`config.mk`:
```
export PLATFORM = sky130hd
export DESIGN_NAME = tx_app_if
export DESIGN_NICKNAME = d
export VERILOG_FILES = /design/src/pkg/tx_app_pkg.sv /design/src/logic/tx_app_if.sv
export VERILOG_INCLUDE_DIRS = /design/src /design/src/pkg
export SDC_FILE = /design/constraint.sdc
export NUM_CORES = 1
export LEC_CHECK = 0
export BUFFER_PORTS_ARGS = -buffer_cell sky130_fd_sc_hd__buf_2
export CAP_MARGIN = 15
export CORE_MARGIN = 1.5
export CORE_UTILIZATION = 40
export CTS_CLUSTER_DIAMETER = 150
export DETAILED_ROUTE_END_ITERATION = 12
export GPL_ROUTABILITY_DRIVEN = 0
export PLACE_DENSITY = 0.65
export SLEW_MARGIN = 20
export SYNTH_ARGS = -nofsm -noshare
export SYNTH_HDL_FRONTEND = slang
export SYNTH_SLANG_ARGS = --single-unit
```
`constraint.sdc`:
```
create_clock -name mclk -period 3.6 [get_ports mclk]
set_input_delay 0.36 -clock mclk [delete_from_list [all_inputs] [get_ports mclk]]
set_output_delay 0.36 -clock mclk [all_outputs]
set_load 0.02 [all_outputs]
```
`src/pkg/tx_app_consts.svh`:
```
// offsets, field positions, reset values and timing counts of the transmit application interface
`ifndef TX_APP_CONSTS_SVH
`define TX_APP_CONSTS_SVH

// register byte addresses
`define REG_CTRL        8'h00
`define REG_IRQ_STATUS  8'h04
`define REG_IRQ_CLEAR   8'h08
`define REG_IRQ_ENABLE  8'h0C
`define REG_LAST_STAT   8'h10

// control register fields
`define CTRL_W          3
`define CTRL_TX_EN      0
`define CTRL_FCS_EN     1
`define CTRL_HALF_DUP   2
`define CTRL_RESET      3'h3

// interrupt status, clear and enable fields
`define IRQ_W           4
`define IRQ_DONE        0
`define IRQ_DISCARD     1
`define IRQ_UNDERRUN    2
`define IRQ_PAUSE_SENT  3

// statistics vector layout
`define SV_W            31
`define SV_UNICAST      0
`define SV_MULTICAST    1
`define SV_BROADCAST    2
`define SV_BAD_FCS      3
`define SV_JUMBO        4
`define SV_UNDERRUN     5
`define SV_PAUSE        6
`define SV_VLAN         7
`define SV_BYTES_LO     8
`define SV_BYTES_HI     21
`define SV_DEFER        22
`define SV_XDEFER       23
`define SV_LATE_COL     24
`define SV_XCOL         25
`define SV_ECOL_LO      26
`define SV_ECOL_HI      29
`define SV_SHORT        30

// framing
`define PRE_BYTE        8'h55
`define SFD_BYTE        8'hD5
`define PRE_LAST        4'h7
`define FCS_LAST        4'h3
`define IFG_LAST        4'hB
`define MIN_FRAME       14'h003C
`define SLOT_BYTES      14'h0040
`define JUMBO_BYTES     14'h05EE
`define ECOL_MAX        4'hF
`define BYTE_ALL_ONES   8'hFF
`define VLAN_TAG_HI     8'h81
`define VLAN_TAG_LO     8'h00
`define VLAN_POS_HI     14'h000C
`define VLAN_POS_LO     14'h000D
`define DA_LAST         14'h0005
`define BOTH_BYTES      2'b11
`define CRC_INIT        32'hFFFF_FFFF
`define CRC_POLY        32'hEDB8_8320

// pause frame contents, 18 header bytes before padding
`define PAUSE_DA        48'h0180_C200_0001
`define PAUSE_TYPE      16'h8808
`define PAUSE_OPCODE    16'h0001
`define PAUSE_LAST      14'h0011

// timing
`define CLK_PERIOD_NS   10
`define DEFER_LIMIT_NS  30000
`define DEFER_CYCLES    (`DEFER_LIMIT_NS / `CLK_PERIOD_NS)
`define DEFER_W         12

`endif

```
`src/pkg/tx_app_pkg.sv`:
```
// types shared by the transmit application interface
package tx_app_pkg;

   typedef enum logic [2:0] {
      S_IDLE,
      S_DEFER,
      S_PREAM,
      S_DATA,
      S_PAD,
      S_FCS,
      S_IFG
   } tx_state_type;

endpackage : tx_app_pkg

```
`src/logic/tx_app_if.sv`:
```
// transmit application interface: fifo fetch, pause frames, gmii byte stream, statistics, registers
// ----------------------------------------------------------------------------
// Summary of operation
// - empty fifo during fetch drives transmit error
// - pause request sends a pause control frame
// - pause time input goes into pause frame
// - frame type input marks control or normal
// - statistics vector valid while qualifier high
// - one-cycle read request per fifo word
// - stat bits 0..2: unicast, multicast, broadcast
// - stat bits 3..7: fcs, jumbo, underrun, pause, vlan
// - stat bits 21..8 carry frame byte count
// - stat bits 22, 23: deferred, excessively deferred
// - stat bits 24, 25: late, excessive collisions
// - stat bits 29..26 count early collisions
// - stat bit 30: short frame, fcs off
// - one-cycle done pulse for error-free frames
// - byte enable not both marks last word
// - discard pulse on underrun or collision errors
// ----------------------------------------------------------------------------
//
// The register offsets and the strobed register port were left to the implementer.
`timescale 1ns/1ps
`include "tx_app_consts.svh"

module tx_app_if #(
   parameter logic [47:0] SRC_MAC = 48'h0000_0000_0001  // arbitrary station address for pause frames
) (
   input  logic        mclk,
   input  logic        rst_n,
   input  logic [15:0] fifo_data,
   input  logic [1:0]  fifo_byte_en,
   input  logic        fifo_avail,
   input  logic        fifo_eof,
   input  logic        fifo_empty,
   input  logic        fifo_ctrl,
   input  logic        pause_req,
   input  logic [15:0] pause_time,
   output logic        fifo_read,
   output logic [30:0] stat_vec,
   output logic        stat_valid,
   output logic        tx_done,
   output logic        discard,
   output logic [7:0]  gmii_txd,
   output logic        gmii_tx_en,
   output logic        gmii_tx_er,
   input  logic        col,
   input  logic        crs,
   input  logic [7:0]  reg_addr,
   input  logic [31:0] reg_wdata,
   input  logic        reg_wr,
   input  logic        reg_rd,
   output logic [31:0] reg_rdata,
   output logic        irq
);

   // ----------------------------------------------------------------------------
   // helpers
   // ----------------------------------------------------------------------------
   function automatic logic [31:0] crc_next(input logic [31:0] c, input logic [7:0] d);
      logic [31:0] r;
      r = c;
      for (int i = 0; i < 8; i++) begin
         r = (r[0] ^ d[i]) ? ((r >> 1) ^ `CRC_POLY) : (r >> 1);
      end
      return r;
   endfunction : crc_next

   function automatic logic [7:0] pause_byte(input logic [4:0] idx, input logic [15:0] ptime);
      logic [143:0] f;
      f = {`PAUSE_DA, SRC_MAC, `PAUSE_TYPE, `PAUSE_OPCODE, ptime} << {idx, 3'b000};
      return f[143:136];
   endfunction : pause_byte

   // ----------------------------------------------------------------------------
   // state
   // ----------------------------------------------------------------------------
   tx_app_pkg::tx_state_type state_reg;
   tx_app_pkg::tx_state_type state_next;
   logic [3:0]          sub_reg;
   logic [13:0]         cnt_reg;
   logic [31:0]         crc_reg;
   logic [7:0]          hi_reg;
   logic                last_reg;
   logic                pause_sel_reg;
   logic                ctrl_frm_reg;
   logic                pause_pend_reg;
   logic                pause_req_d_reg;
   logic [15:0]         ptime_reg;
   logic                under_reg;
   logic                mc_reg;
   logic                bc_reg;
   logic                vlan_hi_reg;
   logic                vlan_reg;
   logic                col_d_reg;
   logic [3:0]          ecol_reg;
   logic                late_reg;
   logic                xcol_reg;
   logic                defer_reg;
   logic                xdefer_reg;
   logic [`DEFER_W-1:0] defer_cnt_reg;
   logic [`CTRL_W-1:0]  ctrl_reg;
   logic [`IRQ_W-1:0]   irq_stat_reg;
   logic [`IRQ_W-1:0]   irq_en_reg;
   logic [`SV_W-1:0]    stat_now;
   logic [7:0]          byte_val;
   logic                byte_on;
   logic                frame_byte;
   logic                rd_req;
   logic                end_data;
   logic                report;

   // ----------------------------------------------------------------------------
   // decode
   // ----------------------------------------------------------------------------
   wire        tx_en_cfg   = ctrl_reg[`CTRL_TX_EN];
   wire        fcs_en      = ctrl_reg[`CTRL_FCS_EN];
   wire        half_dup    = ctrl_reg[`CTRL_HALF_DUP];
   wire        idle        = (state_reg == tx_app_pkg::S_IDLE);
   wire        start_pause = idle && tx_en_cfg && pause_pend_reg;
   wire        start_data  = idle && tx_en_cfg && !pause_pend_reg && fifo_avail;
   wire        start       = start_pause || start_data;
   wire        underrun    = rd_req && fifo_empty;
   wire        word_full   = (fifo_byte_en == `BOTH_BYTES);
   wire        count_byte  = frame_byte || (state_reg == tx_app_pkg::S_FCS);
   wire [13:0] cnt_plus    = cnt_reg + 14'h0001;
   wire [13:0] total       = count_byte ? cnt_plus : cnt_reg;
   wire [7:0]  pause_b     = pause_byte(cnt_reg[4:0], ptime_reg);
   wire [31:0] fcs_shift   = (~crc_reg) >> {sub_reg[1:0], 3'b000};
   wire        in_frame    = !idle && (state_reg != tx_app_pkg::S_DEFER) && (state_reg != tx_app_pkg::S_IFG);
   wire        col_rise    = half_dup && in_frame && col && !col_d_reg;
   wire        early_col   = col_rise && (cnt_reg < `SLOT_BYTES);
   wire        frame_err   = under_reg || late_reg || xcol_reg;
   wire        pause_rise  = pause_req && !pause_req_d_reg;

   // ----------------------------------------------------------------------------
   // transmit sequencer
   // ----------------------------------------------------------------------------
   always_comb begin
      state_next = state_reg;
      byte_val   = 8'h00;
      byte_on    = 1'b0;
      frame_byte = 1'b0;
      rd_req     = 1'b0;
      end_data   = 1'b0;
      report     = 1'b0;
      case (state_reg)
         tx_app_pkg::S_IDLE: begin
            if (start) begin
               state_next = (half_dup && crs) ? tx_app_pkg::S_DEFER : tx_app_pkg::S_PREAM;
            end
         end
         tx_app_pkg::S_DEFER: begin
            if (!crs) begin
               state_next = tx_app_pkg::S_PREAM;
            end
         end
         tx_app_pkg::S_PREAM: begin
            byte_on  = 1'b1;
            byte_val = (sub_reg == `PRE_LAST) ? `SFD_BYTE : `PRE_BYTE;
            if (sub_reg == `PRE_LAST) begin
               state_next = tx_app_pkg::S_DATA;
               rd_req     = !pause_sel_reg;
            end
         end
         tx_app_pkg::S_DATA: begin
            byte_on    = 1'b1;
            frame_byte = 1'b1;
            if (pause_sel_reg) begin
               byte_val = pause_b;
               end_data = (cnt_reg == `PAUSE_LAST);
            end else if (!sub_reg[0]) begin
               byte_val = fifo_data[7:0];
               end_data = !word_full;
            end else begin
               byte_val = hi_reg;
               end_data = last_reg;
               rd_req   = !last_reg;
            end
         end
         tx_app_pkg::S_PAD: begin
            byte_on    = 1'b1;
            frame_byte = 1'b1;
            if (cnt_plus >= `MIN_FRAME) begin
               state_next = tx_app_pkg::S_FCS;
            end
         end
         tx_app_pkg::S_FCS: begin
            byte_on  = 1'b1;
            byte_val = fcs_shift[7:0];
            if (sub_reg == `FCS_LAST) begin
               state_next = tx_app_pkg::S_IFG;
               report     = 1'b1;
            end
         end
         tx_app_pkg::S_IFG: begin
            if (sub_reg == `IFG_LAST) begin
               state_next = tx_app_pkg::S_IDLE;
            end
         end
         default: begin
            state_next = tx_app_pkg::S_IDLE;
         end
      endcase
      if (end_data) begin
         if (!fcs_en) begin
            state_next = tx_app_pkg::S_IFG;
            report     = 1'b1;
         end else begin
            state_next = (cnt_plus < `MIN_FRAME) ? tx_app_pkg::S_PAD : tx_app_pkg::S_FCS;
         end
      end
      // an under-run skips padding: the frame goes straight to the fcs, or with fcs off to the gap, with a coded error
      if (underrun) begin
         state_next = fcs_en ? tx_app_pkg::S_FCS : tx_app_pkg::S_IFG;
         report     = !fcs_en;
      end
   end

   assign fifo_read = rd_req;

   always_ff @(posedge mclk or negedge rst_n) begin
      if (!rst_n) begin
         state_reg <= tx_app_pkg::S_IDLE;
         sub_reg   <= 4'h0;
      end else begin
         state_reg <= state_next;
         sub_reg   <= (state_next != state_reg) ? 4'h0 : sub_reg + 4'h1;
      end
   end

   // ----------------------------------------------------------------------------
   // frame data path
   // ----------------------------------------------------------------------------
   always_ff @(posedge mclk or negedge rst_n) begin
      if (!rst_n) begin
         cnt_reg  <= 14'h0000;
         crc_reg  <= `CRC_INIT;
         hi_reg   <= 8'h00;
         last_reg <= 1'b0;
      end else begin
         if (start) begin
            cnt_reg <= 14'h0000;
            crc_reg <= `CRC_INIT;
         end else begin
            cnt_reg <= total;
            crc_reg <= frame_byte ? crc_next(crc_reg, byte_val) : crc_reg;
         end
         if (state_reg == tx_app_pkg::S_DATA && !sub_reg[0]) begin
            hi_reg   <= fifo_data[15:8];
            last_reg <= fifo_eof;
         end
      end
   end

   // the error flag also covers fcs bytes so the whole tail is coded bad
   always_ff @(posedge mclk or negedge rst_n) begin
      if (!rst_n) begin
         gmii_txd   <= 8'h00;
         gmii_tx_en <= 1'b0;
         gmii_tx_er <= 1'b0;
      end else begin
         gmii_txd   <= byte_val;
         gmii_tx_en <= byte_on;
         gmii_tx_er <= byte_on && (under_reg || underrun);
      end
   end

   // ----------------------------------------------------------------------------
   // pause request and frame selection
   // ----------------------------------------------------------------------------
   always_ff @(posedge mclk or negedge rst_n) begin
      if (!rst_n) begin
         pause_req_d_reg <= 1'b0;
         pause_pend_reg  <= 1'b0;
         ptime_reg       <= 16'h0000;
         pause_sel_reg   <= 1'b0;
         ctrl_frm_reg    <= 1'b0;
      end else begin
         pause_req_d_reg <= pause_req;
         pause_pend_reg  <= pause_rise || (pause_pend_reg && !start_pause);
         if (pause_rise) begin
            ptime_reg <= pause_time;
         end
         if (start) begin
            pause_sel_reg <= start_pause;
            ctrl_frm_reg  <= start_data && fifo_ctrl;
         end
      end
   end

   // ----------------------------------------------------------------------------
   // per-frame statistics
   // ----------------------------------------------------------------------------
   always_ff @(posedge mclk or negedge rst_n) begin
      if (!rst_n) begin
         under_reg   <= 1'b0;
         mc_reg      <= 1'b0;
         bc_reg      <= 1'b0;
         vlan_hi_reg <= 1'b0;
         vlan_reg    <= 1'b0;
      end else if (start) begin
         under_reg   <= 1'b0;
         mc_reg      <= 1'b0;
         bc_reg      <= 1'b1;
         vlan_hi_reg <= 1'b0;
         vlan_reg    <= 1'b0;
      end else begin
         under_reg <= under_reg || underrun;
         if (frame_byte && cnt_reg == 14'h0000) begin
            mc_reg <= byte_val[0];
         end
         if (frame_byte && cnt_reg <= `DA_LAST) begin
            bc_reg <= bc_reg && (byte_val == `BYTE_ALL_ONES);
         end
         if (frame_byte && cnt_reg == `VLAN_POS_HI) begin
            vlan_hi_reg <= (byte_val == `VLAN_TAG_HI);
         end
         if (frame_byte && cnt_reg == `VLAN_POS_LO) begin
            vlan_reg <= vlan_hi_reg && (byte_val == `VLAN_TAG_LO);
         end
      end
   end

   // no retry buffer here: collisions are only counted and reported
   always_ff @(posedge mclk or negedge rst_n) begin
      if (!rst_n) begin
         col_d_reg     <= 1'b0;
         ecol_reg      <= 4'h0;
         late_reg      <= 1'b0;
         xcol_reg      <= 1'b0;
         defer_reg     <= 1'b0;
         xdefer_reg    <= 1'b0;
         defer_cnt_reg <= '0;
      end else begin
         col_d_reg <= col;
         if (start) begin
            ecol_reg      <= 4'h0;
            late_reg      <= 1'b0;
            xcol_reg      <= 1'b0;
            defer_reg     <= half_dup && crs;
            xdefer_reg    <= 1'b0;
            defer_cnt_reg <= '0;
         end else begin
            if (early_col && ecol_reg != `ECOL_MAX) begin
               ecol_reg <= ecol_reg + 4'h1;
            end
            xcol_reg <= xcol_reg || (early_col && ecol_reg == `ECOL_MAX - 4'h1);
            late_reg <= late_reg || (col_rise && !early_col);
            if (state_reg == tx_app_pkg::S_DEFER) begin
               defer_cnt_reg <= defer_cnt_reg + `DEFER_W'(1);
               xdefer_reg    <= xdefer_reg || (defer_cnt_reg == `DEFER_W'(`DEFER_CYCLES - 1));
            end
         end
      end
   end

   always_comb begin
      stat_now                                 = '0;
      stat_now[`SV_UNICAST]                    = !mc_reg;
      stat_now[`SV_MULTICAST]                  = mc_reg && !bc_reg;
      stat_now[`SV_BROADCAST]                  = mc_reg && bc_reg;
      stat_now[`SV_BAD_FCS]                    = under_reg || underrun;
      stat_now[`SV_JUMBO]                      = total > `JUMBO_BYTES;
      stat_now[`SV_UNDERRUN]                   = under_reg || underrun;
      stat_now[`SV_PAUSE]                      = pause_sel_reg || ctrl_frm_reg;
      stat_now[`SV_VLAN]                       = vlan_reg;
      stat_now[`SV_BYTES_HI:`SV_BYTES_LO]      = total;
      stat_now[`SV_DEFER]                      = defer_reg;
      stat_now[`SV_XDEFER]                     = xdefer_reg;
      stat_now[`SV_LATE_COL]                   = late_reg;
      stat_now[`SV_XCOL]                       = xcol_reg;
      stat_now[`SV_ECOL_HI:`SV_ECOL_LO]        = ecol_reg;
      stat_now[`SV_SHORT]                      = !fcs_en && (total < `MIN_FRAME);
   end

   wire report_err = frame_err || underrun;

   always_ff @(posedge mclk or negedge rst_n) begin
      if (!rst_n) begin
         stat_vec   <= '0;
         stat_valid <= 1'b0;
         tx_done    <= 1'b0;
         discard    <= 1'b0;
      end else begin
         if (report) begin
            stat_vec <= stat_now;
         end
         stat_valid <= report;
         tx_done    <= report && !report_err;
         discard    <= report && report_err;
      end
   end

   // ----------------------------------------------------------------------------
   // registers and interrupt
   // ----------------------------------------------------------------------------
   wire              wr_ctrl  = reg_wr && (reg_addr == `REG_CTRL);
   wire              wr_clear = reg_wr && (reg_addr == `REG_IRQ_CLEAR);
   wire              wr_en    = reg_wr && (reg_addr == `REG_IRQ_ENABLE);
   wire [`IRQ_W-1:0] irq_ev   = {stat_valid && stat_vec[`SV_PAUSE], stat_valid && stat_vec[`SV_UNDERRUN],
                                 discard, tx_done};
   wire [`IRQ_W-1:0] irq_clr  = wr_clear ? reg_wdata[`IRQ_W-1:0] : '0;
   wire [31:0]       rd_mux   = (reg_addr == `REG_CTRL)       ? {{(32-`CTRL_W){1'b0}}, ctrl_reg} :
                                (reg_addr == `REG_IRQ_STATUS) ? {{(32-`IRQ_W){1'b0}}, irq_stat_reg} :
                                (reg_addr == `REG_IRQ_ENABLE) ? {{(32-`IRQ_W){1'b0}}, irq_en_reg} :
                                (reg_addr == `REG_LAST_STAT)  ? {1'b0, stat_vec} : 32'h0000_0000;

   // a new event in the clearing cycle survives: set wins over clear
   always_ff @(posedge mclk or negedge rst_n) begin
      if (!rst_n) begin
         ctrl_reg     <= `CTRL_RESET;
         irq_stat_reg <= '0;
         irq_en_reg   <= '0;
         reg_rdata    <= 32'h0000_0000;
      end else begin
         if (wr_ctrl) begin
            ctrl_reg <= reg_wdata[`CTRL_W-1:0];
         end
         if (wr_en) begin
            irq_en_reg <= reg_wdata[`IRQ_W-1:0];
         end
         irq_stat_reg <= (irq_stat_reg & ~irq_clr) | irq_ev;
         reg_rdata    <= reg_rd ? rd_mux : 32'h0000_0000;
      end
   end

   assign irq = |(irq_stat_reg & irq_en_reg);

endmodule : tx_app_if

```
==> impl_metrics.py <==
metrics = {
    "setup_path": {
        "crit_required_ns": 3.98,
        "slowest_delay_ns": 0.49,
        "cp-start-kind": "register",
        "cp-end-kind": "register",
        "arrival_ns": 3.66,
        "path_class": "register to register",
        "r2r-end": "crc_reg[19]$_DFFE_PN1P_",
        "crit_path_frequent_cell": "a21oi_1",
        "cpLargestDelayFamily": "XOR/XNOR gates",
        "cpMaxStageDelayCell": "dfrtp_1",
        "r2r.worst_path.cells": 10,
        "rrSetupSlack_ns": 0.32,
        "path_max_fanout": 8,
        "worstPathCellList": "inv_1 > ha_1 > or3b_2 > a21oi_1 > o211a_1 > o211ai_1 > xor2_1 > xnor3_2 > xnor3_1 > a21oi_1",
        "r2r-start": "cnt_reg[0]$_DFF_PN0_",
        "crit_buf_inv": 1,
    },
    "cells_and_area": {
        "area_growth_pct": 18.5,
        "largest_reg_flops": 32,
        "multi_input_area_mm2": 0.00452,
        "nNetsFinal": 1148,
        "fillCellCount": 2214,
        "layoutNonFillerInstCount": 1387,
        "post_route_cells_drive_above_1_share_pct": 27.9,
        "seq_area_mm2": 0.00487,
    },
    "synth": {
        "synth_top_area_share_pct": 41.2,
        "synth-async-reset-ratio_pct": 100,
        "synth_adder_area_share_pct": 1.30,
        "syn-instance-count": 908,
        "yosys.area_share.simple_pct": 16.7,
        "synthXorXnorAreaFrac_pct": 10.2,
        "ys_top_cells_by_count": "dfrtp_1 (159), nor2_1 (106), nand2_1 (69)",
        "synth_area_leader_cell": "dfrtp_1",
        "synth_edf_count": 0,
        "synth.most_common_cell": "dfrtp_1",
        "yosysWarnings": 0,
        "synth_mux_area_share_pct": 7.37,
        "synth.ff_latch_count": 193,
        "synth.avg_cell_area_um2": 10.6,
        "synth_top_family_by_area": "simple AND/OR/NAND/NOR gates",
        "synth_compound_area_share_pct": 11.3,
        "synthTopCellsByArea": "dfrtp_1 (41%), dfstp_2 (9.3%), nor2_1 (4.1%), mux2_2 (4.1%), xnor2_1 (3.8%)",
        "synth_nets": 1003,
        "ys_seq_area_share_pct": 50.5,
        "synth_area_mm2": 0.00966,
        "synth_flop_cell": "dfrtp_1",
        "synthDistinctLibCells": 72,
    },
    "clocking": {
        "cts_tree": "yes",
        "ctsHtreeMaxLevel": 4,
        "clock-root-buffer": "clkbuf_16",
        "clk_transition_reported_paths_ns": 0.07,
        "cts_buffers": 17,
        "cts.path.max_buffers": 2,
        "cts_resized": 0,
        "clock_sinks": 193,
        "clk_latency_ns": 0.45,
    },
    "global_routing": {
        "grt_pass1_vias": 7106,
        "grt_pass1_wl_mm": 37.3,
        "antenna_found_initial": 3,
        "gr-usage-all-layers_pct": 19.5,
        "grt_overflow": 0,
        "grt_max_degree": 81,
    },
    "sta": {
        "rsz0062_at_grt": "false",
        "finalSetupTns_ns": 0,
        "setup_violations": 0,
        "fin_worst_skew_ns": 0.0105,
        "min_period_ns": 3.28,
        "slew_violations": 0,
        "worst_pin_slew_ns": 0.847,
        "slew_headroom_pct": 42.7,
        "hold_viol": 0,
        "fmax_mhz": 305,
        "min_period_over_period_pct": 91.1,
    },
    "routing": {
        "ant_nets": 0,
        "vias": 7162,
        "dr.pass1.iters": 5,
        "wl_mm": 23.3,
        "avgRoutedWirePerCell_um": 16.8,
        "drc": 0,
        "via_per_inst": 5.16,
        "first_iter_violations": 408,
    },
    "placed_design": {
        "hpwlAfterDp_mm": 17.2,
        "dp_cells": 1352,
        "io_buffers": 133,
    },
    "floorplan": {
        "io_pins": 163,
        "fp.dieH_um": 158,
        "start_util_pct": 40.9,
        "die_w_um": 158,
        "num_rows": 56,
        "die_area_mm2": 0.0251,
        "core_area_mm2": 0.0236,
    },
    "power": {
        "leakage_nw": 5.26,
        "p_per_area_mw_per_mm2": 1000,
        "ir_drop_mv": 0.569,
    },
    "run": {
        "maxCapViolCount": 0,
    },
    "hold_path": {
        "min_path_cells": 1,
        "hp-start": "pause_req",
        "hold_class": "input port to register",
        "min_to": "pause_req_d_reg$_DFF_PN0_",
    },
    "status": {
        "status": "completed",
    },
}
==> area by class of cell <==
class / count / share of cell area [%]
flip-flops and latches: 193 / 42.6
multi-input cells: 650 / 39.5
repair buffers: 172 / 8.58
clock buffers: 17 / 3.72
well taps: 319 / 3.49
clock inverters: 15 / 1.50
inverters: 19 / 0.623
diodes: 2 / 0.0437
==> per-layer routing <==
layer	vias to the layer above	GRT usage, %	wire, µm
met5	-	0	13
met4	2	5.38	365
li1	3448	-	-
met2	145	32.5	11300
met1	3534	25.1	10500
met3	33	4.84	1050
==> kinds of logic after synthesis <==
group / Yosys count
AND/OR/NAND/NOR: 325
flip-flops: 193
AO/OA/AOI/OAI: 164
XOR/XNOR: 92
buffers and inverters: 65
multiplexers: 58
adder cells (fa/ha/maj): 10
other: 1
==> metrics by stage <==
stage / utilization (%) / setup WS [ns] / cell area (µm²) / hold WS (ns) / total power, mW
2_1_floorplan: - / 0.145 / 9660 / 0.0644 / 7.98
3_3_place_gp: 45.9 / 0.406 / 10800 / 0.446 / 9.46
3_5_place_dp: 45.9 / 0.355 / 10800 / 0.442 / 9.58
4_1_cts: 48.5 / 0.332 / 11400 / 0.0202 / 11.6
5_1_grt: 48.5 / 0.0962 / 11400 / 0.0231 / 12.3
6_report: 48.5 / 0.320 / 11400 / 0.0341 / 11.5
==> worst max path at each step <==
stage | startpoint | end | slack [ns] | cells past startpoint
3_5_place_dp | cnt_reg[0]$_DFF_PN0_ | crc_reg[19]$_DFFE_PN1P_ | 0.36 | 10
5_1_grt | cnt_reg[0]$_DFF_PN0_ | crc_reg[19]$_DFFE_PN1P_ | 0.1 | 10
4_1_cts | cnt_reg[0]$_DFF_PN0_ | crc_reg[19]$_DFFE_PN1P_ | 0.33 | 10
2_1_floorplan | cnt_reg[0]$_DFF_PN0_ | crc_reg[19]$_DFFE_PN1P_ | 0.14 | 11
3_3_place_gp | cnt_reg[0]$_DFF_PN0_ | crc_reg[19]$_DFFE_PN1P_ | 0.41 | 10
6_report | cnt_reg[0]$_DFF_PN0_ | crc_reg[19]$_DFFE_PN1P_ | 0.32 | 10
==> power breakdown <==
| part | switching (mW) | internal (mW) |
|---|---|---|
| registers | 0.663 | 2.97 |
| clock network | 0.934 | 0.994 |
| logic | 3.06 | 2.85 |
| total | 4.66 | 6.81 |
==> cell usage in the layout, fill, tap and decap left out, drive strengths merged, types with 4 or more instances in the layout <==
cell    instances
dfrtp         159
nor2b           9
xnor2          43
o21a            7
and2           32
xnor3           9
o211ai          4
and3b           4
inv            27
a31oi           6
and3            7
buf           170
dfstp          34
nand4          16
mux2           35
ha             10
nor4            6
o21ai          28
mux4            7
a21oi          68
a22oi           9
clkbuf         18
xor2           38
or3             4
nand2          69
nor3b           5
clkinv          5
nor3           19
nand2b         11
nor4b           4
mux2i          16
nand3          18
o31ai           4
nand3b          5
o22a            5
nor2          106
a21o            6
==> what timing repair did <==
item                       4_1_cts  5_1_grt
hold endpoints to repair        43        0
hold buffers                     1        0
setup buffers                    0        0
setup endpoints to repair        0        0
(Power assumes the default switching activity.)
